<file path="src/rtl/sar_defs.vh">
// Contract
// - Convert start request yields 16-bit result.
// - Approximation bits drive data pins and DAC.
// - Trial bits MSB first, keep per comparator.
// - Convert start request raises busy flag.
// - Gated clock runs exactly 17 cycles while busy.
// - Start trailing edge initializes bits, busy, inhibit.
// - First step clears MSB, sets others.
// - Each step decides bit, clears next lower.
// - Busy clears after final bit decision.
// - Busy clear forces gated clock low.
// - Each bit changes on its deciding clock edge.
// - Result bits are driven negative-true.
// - Coding complementary binary or offset binary.
`ifndef SAR_DEFS_VH
`define SAR_DEFS_VH

`define SAR_WIDTH 16
`define SAR_STEP_W 5
`define SAR_FIRST_STEP 5'h00
`define SAR_LAST_STEP 5'h10
`define SAR_STEP_ONE 5'h01
`define SAR_INIT_BITS 16'hFFFF
`define SAR_FIRST_TRIAL 16'h7FFF
`define SAR_LEVEL_ZERO 1'b1
`define SAR_LEVEL_ONE 1'b0

`define SAR_ST_IDLE 2'h0
`define SAR_ST_ARMED 2'h1
`define SAR_ST_RUN 2'h2
`define SAR_ST_TAIL 2'h3

`define SAR_CLK_PERIOD_NS 100
`define SAR_DATA_SETUP_NS 20
`define SAR_SETUP_CYC ((`SAR_DATA_SETUP_NS + `SAR_CLK_PERIOD_NS - 1) / `SAR_CLK_PERIOD_NS)
`define SAR_SETUP_W 4
`define SAR_SETUP_ZERO 4'h0
`define SAR_SETUP_ONE 4'h1

`endif

</file>
<file path="src/rtl/sar_sync2.v">
`timescale 1ns/1ps
// Two-stage synchronizer for levels arriving from outside the ref_clk domain.
module sar_sync2 #(
	parameter WIDTH = 1
) (
	input wire ref_clk,
	input wire srst,
	input wire [WIDTH-1:0] async_in,
	output reg [WIDTH-1:0] sync_out
);

reg [WIDTH-1:0] stage1;

always @(posedge ref_clk) begin
	if (srst) begin
		stage1 <= {WIDTH{1'b0}};
		sync_out <= {WIDTH{1'b0}};
	end else begin
		stage1 <= async_in;
		sync_out <= stage1;
	end
end

endmodule

</file>
<file path="src/rtl/sar_edge.v">
`timescale 1ns/1ps
// Finds rising and falling edges of an already synchronized level.
module sar_edge (
	input wire ref_clk,
	input wire srst,
	input wire level,
	output wire rise,
	output wire fall
);

reg prev;

always @(posedge ref_clk) begin
	if (srst) begin
		prev <= 1'b0;
	end else begin
		prev <= level;
	end
end

assign rise = level & ~prev;
assign fall = ~level & prev;

endmodule

</file>
<file path="src/rtl/sar_conv_seq.v">
`timescale 1ns/1ps
`include "sar_defs.vh"
// Sequencer of a 16-bit successive-approximation converter.
// The start, clock and comparator pins are synchronized to ref_clk before use; the conversion
// clock pin is sampled and its edges pace the bit steps.
module sar_conv_seq (
	input wire ref_clk,
	input wire srst,
	input wire convert_start,
	input wire osc_clk,
	input wire comparator_keep,
	output reg busy,
	output reg gated_clk,
	output reg [`SAR_WIDTH-1:0] data_out,
	output reg [`SAR_WIDTH-1:0] dac_bits,
	output wire result_bit_msb,
	output wire result_bit_lsb,
	output reg start_ignored
);

wire start_s;
wire osc_s;
wire comp_s;
wire start_rise;
wire start_fall;
wire osc_rise;
wire osc_fall;

reg [1:0] state;
reg [1:0] next_state;
reg [`SAR_STEP_W-1:0] step;
reg [`SAR_STEP_W-1:0] next_step;
reg [`SAR_WIDTH-1:0] sar;
reg [`SAR_WIDTH-1:0] next_sar;
wire [`SAR_WIDTH-1:0] step_sar;
wire [`SAR_WIDTH-1:0] decide_hit;
wire [`SAR_WIDTH-1:0] trial_hit;
wire tail_done;
reg next_busy;
reg next_gated_clk;
reg next_start_ignored;
reg [`SAR_SETUP_W-1:0] setup_cnt;
reg [`SAR_SETUP_W-1:0] next_setup_cnt;

localparam [31:0] SETUP_CYC_FULL = `SAR_SETUP_CYC;
localparam [`SAR_SETUP_W-1:0] SETUP_CYC = SETUP_CYC_FULL[`SAR_SETUP_W-1:0];
localparam [1:0] ST_IDLE = `SAR_ST_IDLE;
localparam [1:0] ST_ARMED = `SAR_ST_ARMED;
localparam [1:0] ST_RUN = `SAR_ST_RUN;
localparam [1:0] ST_TAIL = `SAR_ST_TAIL;
localparam [`SAR_WIDTH-1:0] FIRST_TRIAL = `SAR_FIRST_TRIAL;

sar_sync2 #(
	.WIDTH(3)
) u_sync (
	.ref_clk(ref_clk),
	.srst(srst),
	.async_in({convert_start, osc_clk, comparator_keep}),
	.sync_out({start_s, osc_s, comp_s})
);

sar_edge u_start_edge (
	.ref_clk(ref_clk),
	.srst(srst),
	.level(start_s),
	.rise(start_rise),
	.fall(start_fall)
);

sar_edge u_osc_edge (
	.ref_clk(ref_clk),
	.srst(srst),
	.level(osc_s),
	.rise(osc_rise),
	.fall(osc_fall)
);

// Per-bit next value for one clock step of the approximation.
// A bit is held as its pin level, so a trial one is driven low and a
// rejected bit returns high.
genvar gi;
generate
	for (gi = 0; gi < `SAR_WIDTH; gi = gi + 1) begin : g_bit
		localparam [31:0] DECIDE_FULL = `SAR_WIDTH - gi;
		localparam [31:0] TRIAL_FULL = `SAR_WIDTH - 1 - gi;
		localparam [`SAR_STEP_W-1:0] DECIDE_STEP = DECIDE_FULL[`SAR_STEP_W-1:0];
		localparam [`SAR_STEP_W-1:0] TRIAL_STEP = TRIAL_FULL[`SAR_STEP_W-1:0];
		assign decide_hit[gi] = (step == DECIDE_STEP);
		// The top bit has no trial step of its own; the first step sets it.
		if (gi < `SAR_WIDTH - 1) begin : g_trial
			assign trial_hit[gi] = (step == TRIAL_STEP);
		end else begin : g_top
			assign trial_hit[gi] = 1'b0;
		end
		// Keep leaves the trial one in place, reject drops it back to zero.
		assign step_sar[gi] = (step == `SAR_FIRST_STEP) ? FIRST_TRIAL[gi] :
			decide_hit[gi] ? (comp_s ? sar[gi] : `SAR_LEVEL_ZERO) :
			trial_hit[gi] ? `SAR_LEVEL_ONE : sar[gi];
	end
endgenerate

assign tail_done = (state == ST_TAIL) && (osc_fall || !gated_clk) && (setup_cnt == SETUP_CYC);

// Sequence control: the state, the step reached and the data setup timer.
always @* begin
	next_state = state;
	next_step = step;
	next_setup_cnt = setup_cnt;
	case (state)
		ST_IDLE: begin
			if (start_rise) begin
				next_state = ST_ARMED;
			end
		end
		ST_ARMED: begin
			if (start_fall) begin
				// The trailing edge sets up the register, step count and releases the inhibit.
				next_step = `SAR_FIRST_STEP;
				next_state = ST_RUN;
			end
		end
		ST_RUN: begin
			if (osc_rise) begin
				next_step = step + `SAR_STEP_ONE;
				if (step == `SAR_LAST_STEP) begin
					next_setup_cnt = `SAR_SETUP_ZERO;
					next_state = ST_TAIL;
				end
			end
		end
		ST_TAIL: begin
			if (setup_cnt != SETUP_CYC) begin
				next_setup_cnt = setup_cnt + `SAR_SETUP_ONE;
			end
			if (tail_done) begin
				next_state = ST_IDLE;
			end
		end
		default: begin
			next_state = ST_IDLE;
			next_step = `SAR_FIRST_STEP;
			next_setup_cnt = `SAR_SETUP_ZERO;
		end
	endcase
end

// Approximation register: loaded at the trailing edge, stepped on each sampled clock rise during the run.
always @* begin
	next_sar = sar;
	case (state)
		ST_ARMED: begin
			if (start_fall) begin
				next_sar = `SAR_INIT_BITS;
			end
		end
		ST_RUN: begin
			if (osc_rise) begin
				next_sar = step_sar;
			end
		end
		default: begin
			next_sar = sar;
		end
	endcase
end

// Status flag, gated clock and the ignored-start pulse.
always @* begin
	next_busy = busy;
	next_gated_clk = gated_clk;
	next_start_ignored = 1'b0;
	case (state)
		ST_IDLE: begin
			next_gated_clk = 1'b0;
			if (start_rise) begin
				next_busy = 1'b1;
			end
		end
		ST_ARMED: begin
			next_gated_clk = 1'b0;
			if (start_fall) begin
				next_busy = 1'b1;
			end
		end
		ST_RUN: begin
			if (start_rise) begin
				next_start_ignored = 1'b1;
			end
			if (osc_rise) begin
				next_gated_clk = 1'b1;
			end else if (osc_fall) begin
				next_gated_clk = 1'b0;
			end
		end
		ST_TAIL: begin
			if (start_rise) begin
				next_start_ignored = 1'b1;
			end
			if (osc_fall || !gated_clk) begin
				next_gated_clk = 1'b0;
			end
			// Busy drops with the last clock pulse, never before the data setup time has passed.
			if (tail_done) begin
				next_busy = 1'b0;
				next_gated_clk = 1'b0;
			end
		end
		default: begin
			next_busy = 1'b0;
			next_gated_clk = 1'b0;
		end
	endcase
end

always @(posedge ref_clk) begin
	if (srst) begin
		state <= ST_IDLE;
		step <= `SAR_FIRST_STEP;
		setup_cnt <= `SAR_SETUP_ZERO;
	end else begin
		state <= next_state;
		step <= next_step;
		setup_cnt <= next_setup_cnt;
	end
end

always @(posedge ref_clk) begin
	if (srst) begin
		sar <= `SAR_INIT_BITS;
	end else begin
		sar <= next_sar;
	end
end

always @(posedge ref_clk) begin
	if (srst) begin
		busy <= 1'b0;
		gated_clk <= 1'b0;
		start_ignored <= 1'b0;
	end else begin
		busy <= next_busy;
		gated_clk <= next_gated_clk;
		start_ignored <= next_start_ignored;
	end
end

// The register is mirrored onto the pins and the feedback DAC in the
// same cycle. Pin levels are negative-true; whether the code is complementary
// or offset binary depends only on the analog range wiring.
always @(posedge ref_clk) begin
	if (srst) begin
		data_out <= `SAR_INIT_BITS;
		dac_bits <= `SAR_INIT_BITS;
	end else begin
		data_out <= next_sar;
		dac_bits <= next_sar;
	end
end

assign result_bit_msb = data_out[`SAR_WIDTH-1];
assign result_bit_lsb = data_out[0];

endmodule

</file>
<file path="config.mk">
export PLATFORM = sky130hd
export DESIGN_NAME = sar_conv_seq
export DESIGN_NICKNAME = d
export VERILOG_FILES = /design/src/rtl/sar_sync2.v /design/src/rtl/sar_edge.v /design/src/rtl/sar_conv_seq.v
export VERILOG_INCLUDE_DIRS = /design/src /design/src/rtl
export SDC_FILE = /design/constraint.sdc
export NUM_CORES = 1
export LEC_CHECK = 0
export BUFFER_PORTS_ARGS = -buffer_cell sky130_fd_sc_hd__buf_2
export CAP_MARGIN = 20
export CORE_ASPECT_RATIO = 0.7
export CORE_MARGIN = 8
export CORE_UTILIZATION = 35
export CTS_BUF_LIST = sky130_fd_sc_hd__clkbuf_4 sky130_fd_sc_hd__clkbuf_8
export DETAILED_ROUTE_END_ITERATION = 10
export PLACE_DENSITY = 0.61
export SYNTH_ARGS = -nofsm -noshare
export SYNTH_HDL_FRONTEND = slang
export SYNTH_SLANG_ARGS = --single-unit
</file>
<file path="constraint.sdc">
create_clock -name ref_clk -period 3.9 [get_ports ref_clk]
set_input_delay 0.195 -clock ref_clk [delete_from_list [all_inputs] [get_ports ref_clk]]
set_output_delay 0.195 -clock ref_clk [all_outputs]
set_load 0.005 [all_outputs]
</file>
# == Word level (Yosys, flattened, before mapping) ==
# Index checks and enable logic that the tools add are counted.
# totals
output_inout_bits,37
word_cells,205
ram_bits,0
memories,0
romBits,0
latch_bits,0
regBits,38
# classes
n_lt_le_gt_ge,0
reduce_logical,33
n_div,0
n_mux,74
eq_ne,61
multipliers,0
n_addsub,2
n_bitwise,9
n_shift,0
# op_table
op,n
$ne A4 B4 Y1 const B,30
$reduce_and A5 Y1,17
$mux W1,56
$eq A5 B4 Y1 const B,8
$mux W16,2
$pmux W16 S2,1
$eq A5 B3 Y1 const B,4
$mux W4,3
$eq A5 B2 Y1 const B,2
$mux W2,5
$mux W5,2
$ne A2 B2 Y1 const B,5
$pmux W5 S2,1
$ne A3 B3 Y1 const B,3
$pmux W2 S4,1
$pmux W4 S2,1
$reduce_and A4 Y1,2
$pmux W1 S3,2
$reduce_or A2 Y1,3
$add A5 B1 Y5 const B,1
$eq A5 B1 Y1 const B,1
$eq A5 B5 Y1 const B,1
$logic_not A5 Y1,1
$not A1 Y1,5
16 further kinds,22

# == Depth between registers and ports, before layout ==
# Gate-level depths: netlist of run 1.
# logic_depth
depth_word,7
ltp_mapped,7

# == Cells and area by module ==
# Synthesis of run 1 repeated with hierarchy kept, for this count alone.
# unflattened
hier_cells,262
hier_area_um2,2209.6
# modules_own_cells
module,instances,cells_each,area_each_um2
sar_conv_seq,1,242,1974.4
sar_sync2,1,12,157.7
sar_edge,2,4,38.8

# == Worst setup path after synthesis of run 1 ==
# OpenSTA, ideal clock, no wires.
# synth_timing
path_type,reg2reg
from,reg step[0]
to,reg state[0]
path_slack_ns,1.925
stages_incl_launch_ff,7
t_required_ns,3.814
path_buffers,0
setup_ns,0.086
period_less_slack_ns,1.975
t_arrival_ns,1.888
cell_sequence,dfxtp_1 inv_1 ha_1 nand2b_4 o31a_1 or4_4 a221oi_2
# synth_between
elab_chain_len,3
# synth_rtl
item,line,rtl
from (decl),sar_conv_seq.v:31,reg [`SAR_STEP_W-1:0] step;
from (signal assigned),sar_conv_seq.v:218,step <= `SAR_FIRST_STEP;
from (signal assigned),sar_conv_seq.v:222,step <= next_step;
$eq A5 B5 Y1 (no source line),--,
$ne A2 B2 Y1 (no source line),--,
$reduce_and A5 Y1 (no source line),--,
to (signal assigned),sar_conv_seq.v:221,state <= next_state;
to (decl),sar_conv_seq.v:29,reg [1:0] state;
# No other way between the ends.
# A chain may end at the register's enable or synchronous reset.

# == Final worst setup path of run 1 ==
# layout_timing
from,reg state[0]
to,reg dac_bits[2]
# layout_between
elab_chain_len,3
# layout_rtl
item,line,rtl
$eq A2 B2 Y1 or $eq A2 B1 Y1 (tied branches),sar_conv_seq.v:150,case (state)
$ne A4 B4 Y1 (no source line) (tied with other cells),--,
$reduce_and A5 Y1 (no source line),--,
to (signal assigned),sar_conv_seq.v:253,dac_bits <= `SAR_INIT_BITS;
to (signal assigned),sar_conv_seq.v:256,dac_bits <= next_sar;
to (decl),sar_conv_seq.v:15,"output reg [`SAR_WIDTH-1:0] dac_bits,"
# Parallel ways exist; a longest one is shown, timed or not.

==> flow_summary.toml, run 1 <==
[outcome]
status = "finished clean"

[pwr]
p_sw_uw = 394
vdd_drop_max_mv = 0.210
switching_share_pct = 37.1
p_per_area_nw_per_um2 = 446
p_leak_nw = 0.857
power.internal_uw = 668
p_comb_share_pct = 33.7
clkPwrFrac_pct = 25.7
power_frac_seq_pct = 40.7

[critical_path]
cp-start-kind = "register"
crit_chain = "inv_1 > ha_1 > mux2i_1 > a21o_1 > or4_1 > a221o_1"
critical-path-max-stage-delay_ns = 0.61
cp.required_ns = 4.09
critical_path.slowest_cell = "ha_1"
cp-end-kind = "register"
worstPathArrival_ns = 2.82
worst-setup-path-type = "register to register"
worstPathMaxFanout = 20

[yosys]
synthDominantCellAreaShare_pct = 35.0
synth.avg_cell_area_um2 = 8.65
synthFlopType = "dfxtp_1"
synth_compound_area_share_pct = 19.8
synth.distinct_cells = 47
syn_nets = 270
synth_adder_area_share_pct = 8.07
synth-simple-area-share_pct = 22.9
netlist_area_um2 = 2170
synth_mux_area_share_pct = 1.38
yosysTopAreaCell = "dfxtp_1"
yosysWarnings = 0
synth-edff-count = 0
synth_cells = 251
synth_top_family_by_area = "simple AND/OR/NAND/NOR gates"
seq_area_frac_synth_pct = 35.0
ys_ff_latch = 38
synth_xor_area_share_pct = 1.21
ys_top_cells_by_area = "dfxtp_1 (35%), ha_1 (8.1%), buf_4 (6.2%), a21oi_1 (3.7%), o21ai_0 (3.5%)"
async_reset_ff_share_pct = 0

[clock_network]
clkSinkCount = 38
path_clk_slew_ns = 0.08
clockRootBuffer = "clkbuf_8"
clock_latency_ns = 0.29
h-tree-depth = 2
post-cts-setup-buffers = 0
clk_path_buf_depth = 2
cts_resized = 0
ctsHoldBuffers = 0
numCtsBuffers = 5
cts_tree = "yes"

[detailed_routing]
viasPerCell = 5.21
drc = 0
wl_um = 5060
routedWlPerCell_um = 14.6
firstDrtPassIters = 4
num_vias = 1803
detail-route-antenna-nets = 0
dr.first_iter.drc_count = 157

[timing]
tns_ns = 0
finalHoldViolations = 0
worst_slew_pin_slew_ns = 0.665
fmaxAchievable_mhz = 380
timing.final.crit_share_pct = 67.5
maxSlewHeadroom_pct = 55.7
drv_slew = 0
final.min_clock_period_ns = 2.63
rsz0062_at_grt = "no"
clock_skew_ns = 0.00710
setup_viol = 0
setup_ws_ns = 1.27

[finish]
layout_common_cells = "buf_2 (41), dfxtp_1 (38), inv_1 (16), a21oi_1 (16), o21ai_0 (15)"
multiInputGateArea_um2 = 1160
syn2layout_area_growth_pct = 9.63
final_common_cell = "buf_2"
seq_area_um2 = 761
nFillCells = 664
layout.nets = 286
antennaDiodeCount = 0
layout-drive-gt1-share_pct = 20.5

[global_routing]
grt_max_degree = 34
grt_pass1_wl_um = 8600
antenna_found_initial = 0
grt_usage_pct = 11.9
gr-total-overflow = 0
grt_pass1_vias = 1745

[place]
hpwl_um = 3550
post-place-ws_ns = 1.27
portBuffers = 41
gp_congestion = 0.808

[floorplanning]
die_w_um = 110
start_util_pct = 35.4
die_h_um = 81.9
core_um2 = 6130
ios = 42
die-area_um2 = 9020
core.rowCount = 24

[worst_hold_path]
hp-class = "input pin to register"

[flow_run]
cap_viol_max_count = 0
## cell type report
cell class | instances | area share, %
inverters | 16 | 2.52
clock inverters | 3 | 0.894
flip-flops and latches | 38 | 32.0
well taps | 78 | 4.10
repair buffers | 42 | 8.94
multi-input cells | 164 | 48.7
clock buffers | 5 | 2.89
## worst max-delay path, delay by kind of cell, from the launching register on
family          cells  cell delay (ns)
compound gates      2             0.66
fa+ha+maj           1             0.61
simple gates        1             0.53
flops               1             0.33
mux                 1             0.25
buf+inv             1             0.14
## kinds of logic (layout without fill, tap and decap cells)
group,count (synthesis),after routing
and+or+nand+nor,81,81
adders and majority gates,14,14
xor gates and xnor gates,3,3
muxes,3,3
AOI/OAI and AO/OA,63,63
buffers and inverters,49,66
DFF,38,38
## Yosys cell counts (2+ instances only)
master and number:
o21ai_0 15, dfxtp_1 38, a221o_1 4, o211ai_1 3, ha_1 14, mux2i_1 3
clkbuf_1 14, nor3b_1 2, and2_1 3, nand3b_1 4, o311ai_0 2, nand2b_1 5
nand4_1 6, xnor2_1 3, nor4b_1 2, nand3_1 6, nor2b_1 11, inv_1 16
nor3_1 2, or4_1 3, nand2_1 13, buf_4 18, and3_1 2, or3_1 3
a211o_1 8, nor2_1 9, a21oi_1 16, a211oi_1 4, o31ai_1 2, o41ai_1 3
## stage by stage
step	power, mW	hold WS [ns]	area (um2)	util, %	cells
finish	1.06	0.104	2380	38.8	346
global route	1.14	0.105	2380	38.8	346
CTS	1.07	0.0996	2380	38.8	346
detailed placement	0.793	0.412	2290	37.4	338
global placement	0.789	0.406	2290	37.4	338
floorplan	0.711	0.275	2170	-	251
## sequential cells by signal, indices dropped and copies added, names as in the netlist
name / count
setup_cnt: 4
u_start_edge.prev: 1
start_ignored: 1
u_sync.sync_out: 3
state: 2
u_sync.stage1: 3
u_osc_edge.prev: 1
busy: 1
dac_bits: 16
gated_clk: 1
step: 5
## routing by layer
metal | vias to the layer above | global-route usage [%] | wire length, um
met5 | - | 0 | 0
met4 | 0 | 3.31 | 40
met3 | 7 | 3.13 | 351
met2 | 52 | 17.0 | 2050
met1 | 820 | 17.2 | 2610
li1 | 924 | - | -
## worst paths after layout
check | from | end | slack (ns) | depth (start not counted)
hold reg to reg | u_sync.stage1[2] | u_sync.sync_out[2] | 0.44 | 1
hold / removal | osc_clk | u_sync.stage1[1] | 0.10 | 2
setup reg to reg | state[0] | dac_bits[2] | 1.27 | 6
setup / recovery | state[0] | dac_bits[2] | 1.27 | 6
## power groups by stage
stage	Combinational, mW	Sequential [mW]	Clock [mW]
finish	0.357	0.432	0.273
global placement	0.349	0.440	0
global route	0.402	0.437	0.300
detailed placement	0.352	0.441	0
CTS	0.354	0.432	0.284
floorplan	0.274	0.437	0
(Power assumes the default switching activity.)
==> run 2: changes to the inputs <==
Settings changed: PLACE_DENSITY 0.61 to 0.63.
Clock period 3.9 ns to 2.1 ns, I/O delays scaled along.
==> flow_summary.toml, run 2 (synthesized netlist as in run 1, its figures left out) <==
[detailed_routing]
firstDrtPassIters = 4
routedWlPerCell_um = 14.6
drc = 0
viasPerCell = 5.23
dr.first_iter.drc_count = 145
detail-route-antenna-nets = 0
wl_um = 5240
num_vias = 1876

[timing]
maxSlewHeadroom_pct = 67.6
fmaxAchievable_mhz = 495
timing.final.crit_share_pct = 96.3
clock_skew_ns = 0.00895
finalHoldViolations = 0
final.min_clock_period_ns = 2.02
rsz0062_at_grt = "yes"
setup_viol = 0
worst_slew_pin_slew_ns = 0.484
drv_slew = 0

[pwr]
p_leak_nw = 0.938
p_per_area_nw_per_um2 = 874
vdd_drop_max_mv = 0.363

[clock_network]
cts_tree = "yes"
clk_path_buf_depth = 2
numCtsBuffers = 5
path_clk_slew_ns = 0.07
h-tree-depth = 2
clockRootBuffer = "clkbuf_8"
post-cts-setup-buffers = 0
clock_latency_ns = 0.29
clkSinkCount = 38

[global_routing]
antenna_found_initial = 0
grt_pass1_wl_um = 8760
grt_usage_pct = 12.2
gr-total-overflow = 0
grt_max_degree = 21
grt_pass1_vias = 1817

[finish]
layout-drive-gt1-share_pct = 25.3
final_common_cell = "buf_2"
layout.nets = 300
syn2layout_area_growth_pct = 16.0
layout_common_cells = "buf_2 (41), dfxtp_1 (37), inv_1 (16), a21oi_1 (16), o21ai_0 (15)"
final_util_pct = 41.1
reg_top3 = "dac_bits x16, step x5, setup_cnt x4"
multiInputGateArea_um2 = 1160
seq_area_um2 = 762
stdcell_count = 359
antennaDiodeCount = 0
nFillCells = 635
largest_register_ffs = 16
largest-register = "dac_bits"
stdcell_area_um2 = 2520

[critical_path]
r2r_cells = 5
critical_path.slowest_cell = "or4_4"
cp-end-kind = "register"
cp-start-kind = "register"
worstPathArrival_ns = 2.23
critical-path-max-stage-delay_ns = 0.53
worst-setup-path-type = "register to register"
worstPathMaxFanout = 5
cp.required_ns = 2.31
crit_chain = "ha_1 > or3b_1 > and2_1 > or4_4 > a221oi_2"

[place]
hpwl_um = 3880
gp_congestion = 0.868
placed_cell_area_um2 = 2390
portBuffers = 41
dp.cells = 352

[worst_hold_path]
hp-class = "input pin to register"
min_path_cells = 2

[floorplanning]
core.rowCount = 24
core_um2 = 6130
ios = 42
die_h_um = 81.9
die_w_um = 110
die-area_um2 = 9020
start_util_pct = 35.4

[outcome]
status = "finished clean"

[flow_run]
cap_viol_max_count = 0
-- run 2: cell count changes in the layout (fill, tap and decap cells not counted), sizes merged --
cell      delta
clkbuf       +1
clkinv       -2
buf         +14
clkinvlp     -1
bufinv       +1
-- run 2: worst max-delay path, delay by kind of cell, from the launching register on --
kind / cells / cell delay [ns]
fa+ha+maj: 1 / 0.17
compound gates: 1 / 0.27
simple gates: 3 / 1.09
flops: 1 / 0.41
-- run 2: layout make-up --
cell class	count	area share, %
sequential	38	30.3
timing repair buffer	56	12.8
multi-input combinational	164	46.2
clock buffer	6	3.28
clock inverter	1	1.19
inverter	16	2.39
tap	78	3.88
-- run 2: path summary, 6_finish.rpt --
| path | from | slack [ns] | to |
|---|---|---|---|
| worst max-delay path | setup_cnt[0] | 0.08 | state[0] |
| worst max register to register | setup_cnt[0] | 0.08 | state[0] |
| worst min-delay path | comparator_keep | 0.02 | u_sync.stage1[0] |
| worst min register to register | u_sync.stage1[0] | 0.44 | u_sync.sync_out[0] |
-- run 2: metal layers --
layer / wire length, um / global-route usage, %
met1: 2740 / 17.9
met2: 2050 / 16.7
met3: 377 / 2.82
met4: 60 / 4.24
met5: 0 / 0
-- run 2: power breakdown --
part | switching, mW | internal (mW) | leakage [nW]
registers | 0.0395 | 0.767 | 0.309
logic | 0.441 | 0.323 | 0.572
clock network | 0.251 | 0.380 | 0.0573
total | 0.732 | 1.47 | 0.938
-- run 2: repair_timing --
item,CTS,global route
resized for setup,0,4
hold buffers,0,0
endpoints found under the setup margin,0,13
-- run 2: through the flow --
| step | power [mW] | setup slack [ns] | hold slack (ns) | setup TNS (ns) |
|---|---|---|---|---|
| after floorplan | 1.32 | 0.125 | 0.185 | 0 |
| after global placement | 1.55 | 0.155 | 0.314 | 0 |
| after detailed placement | 1.56 | 0.107 | 0.319 | 0 |
| after CTS | 2.20 | 0.0809 | 0.0104 | 0 |
| after global routing | 2.35 | -0.00156 | 0.0138 | -0.00156 |
| final | 2.20 | 0.0781 | 0.0170 | 0 |
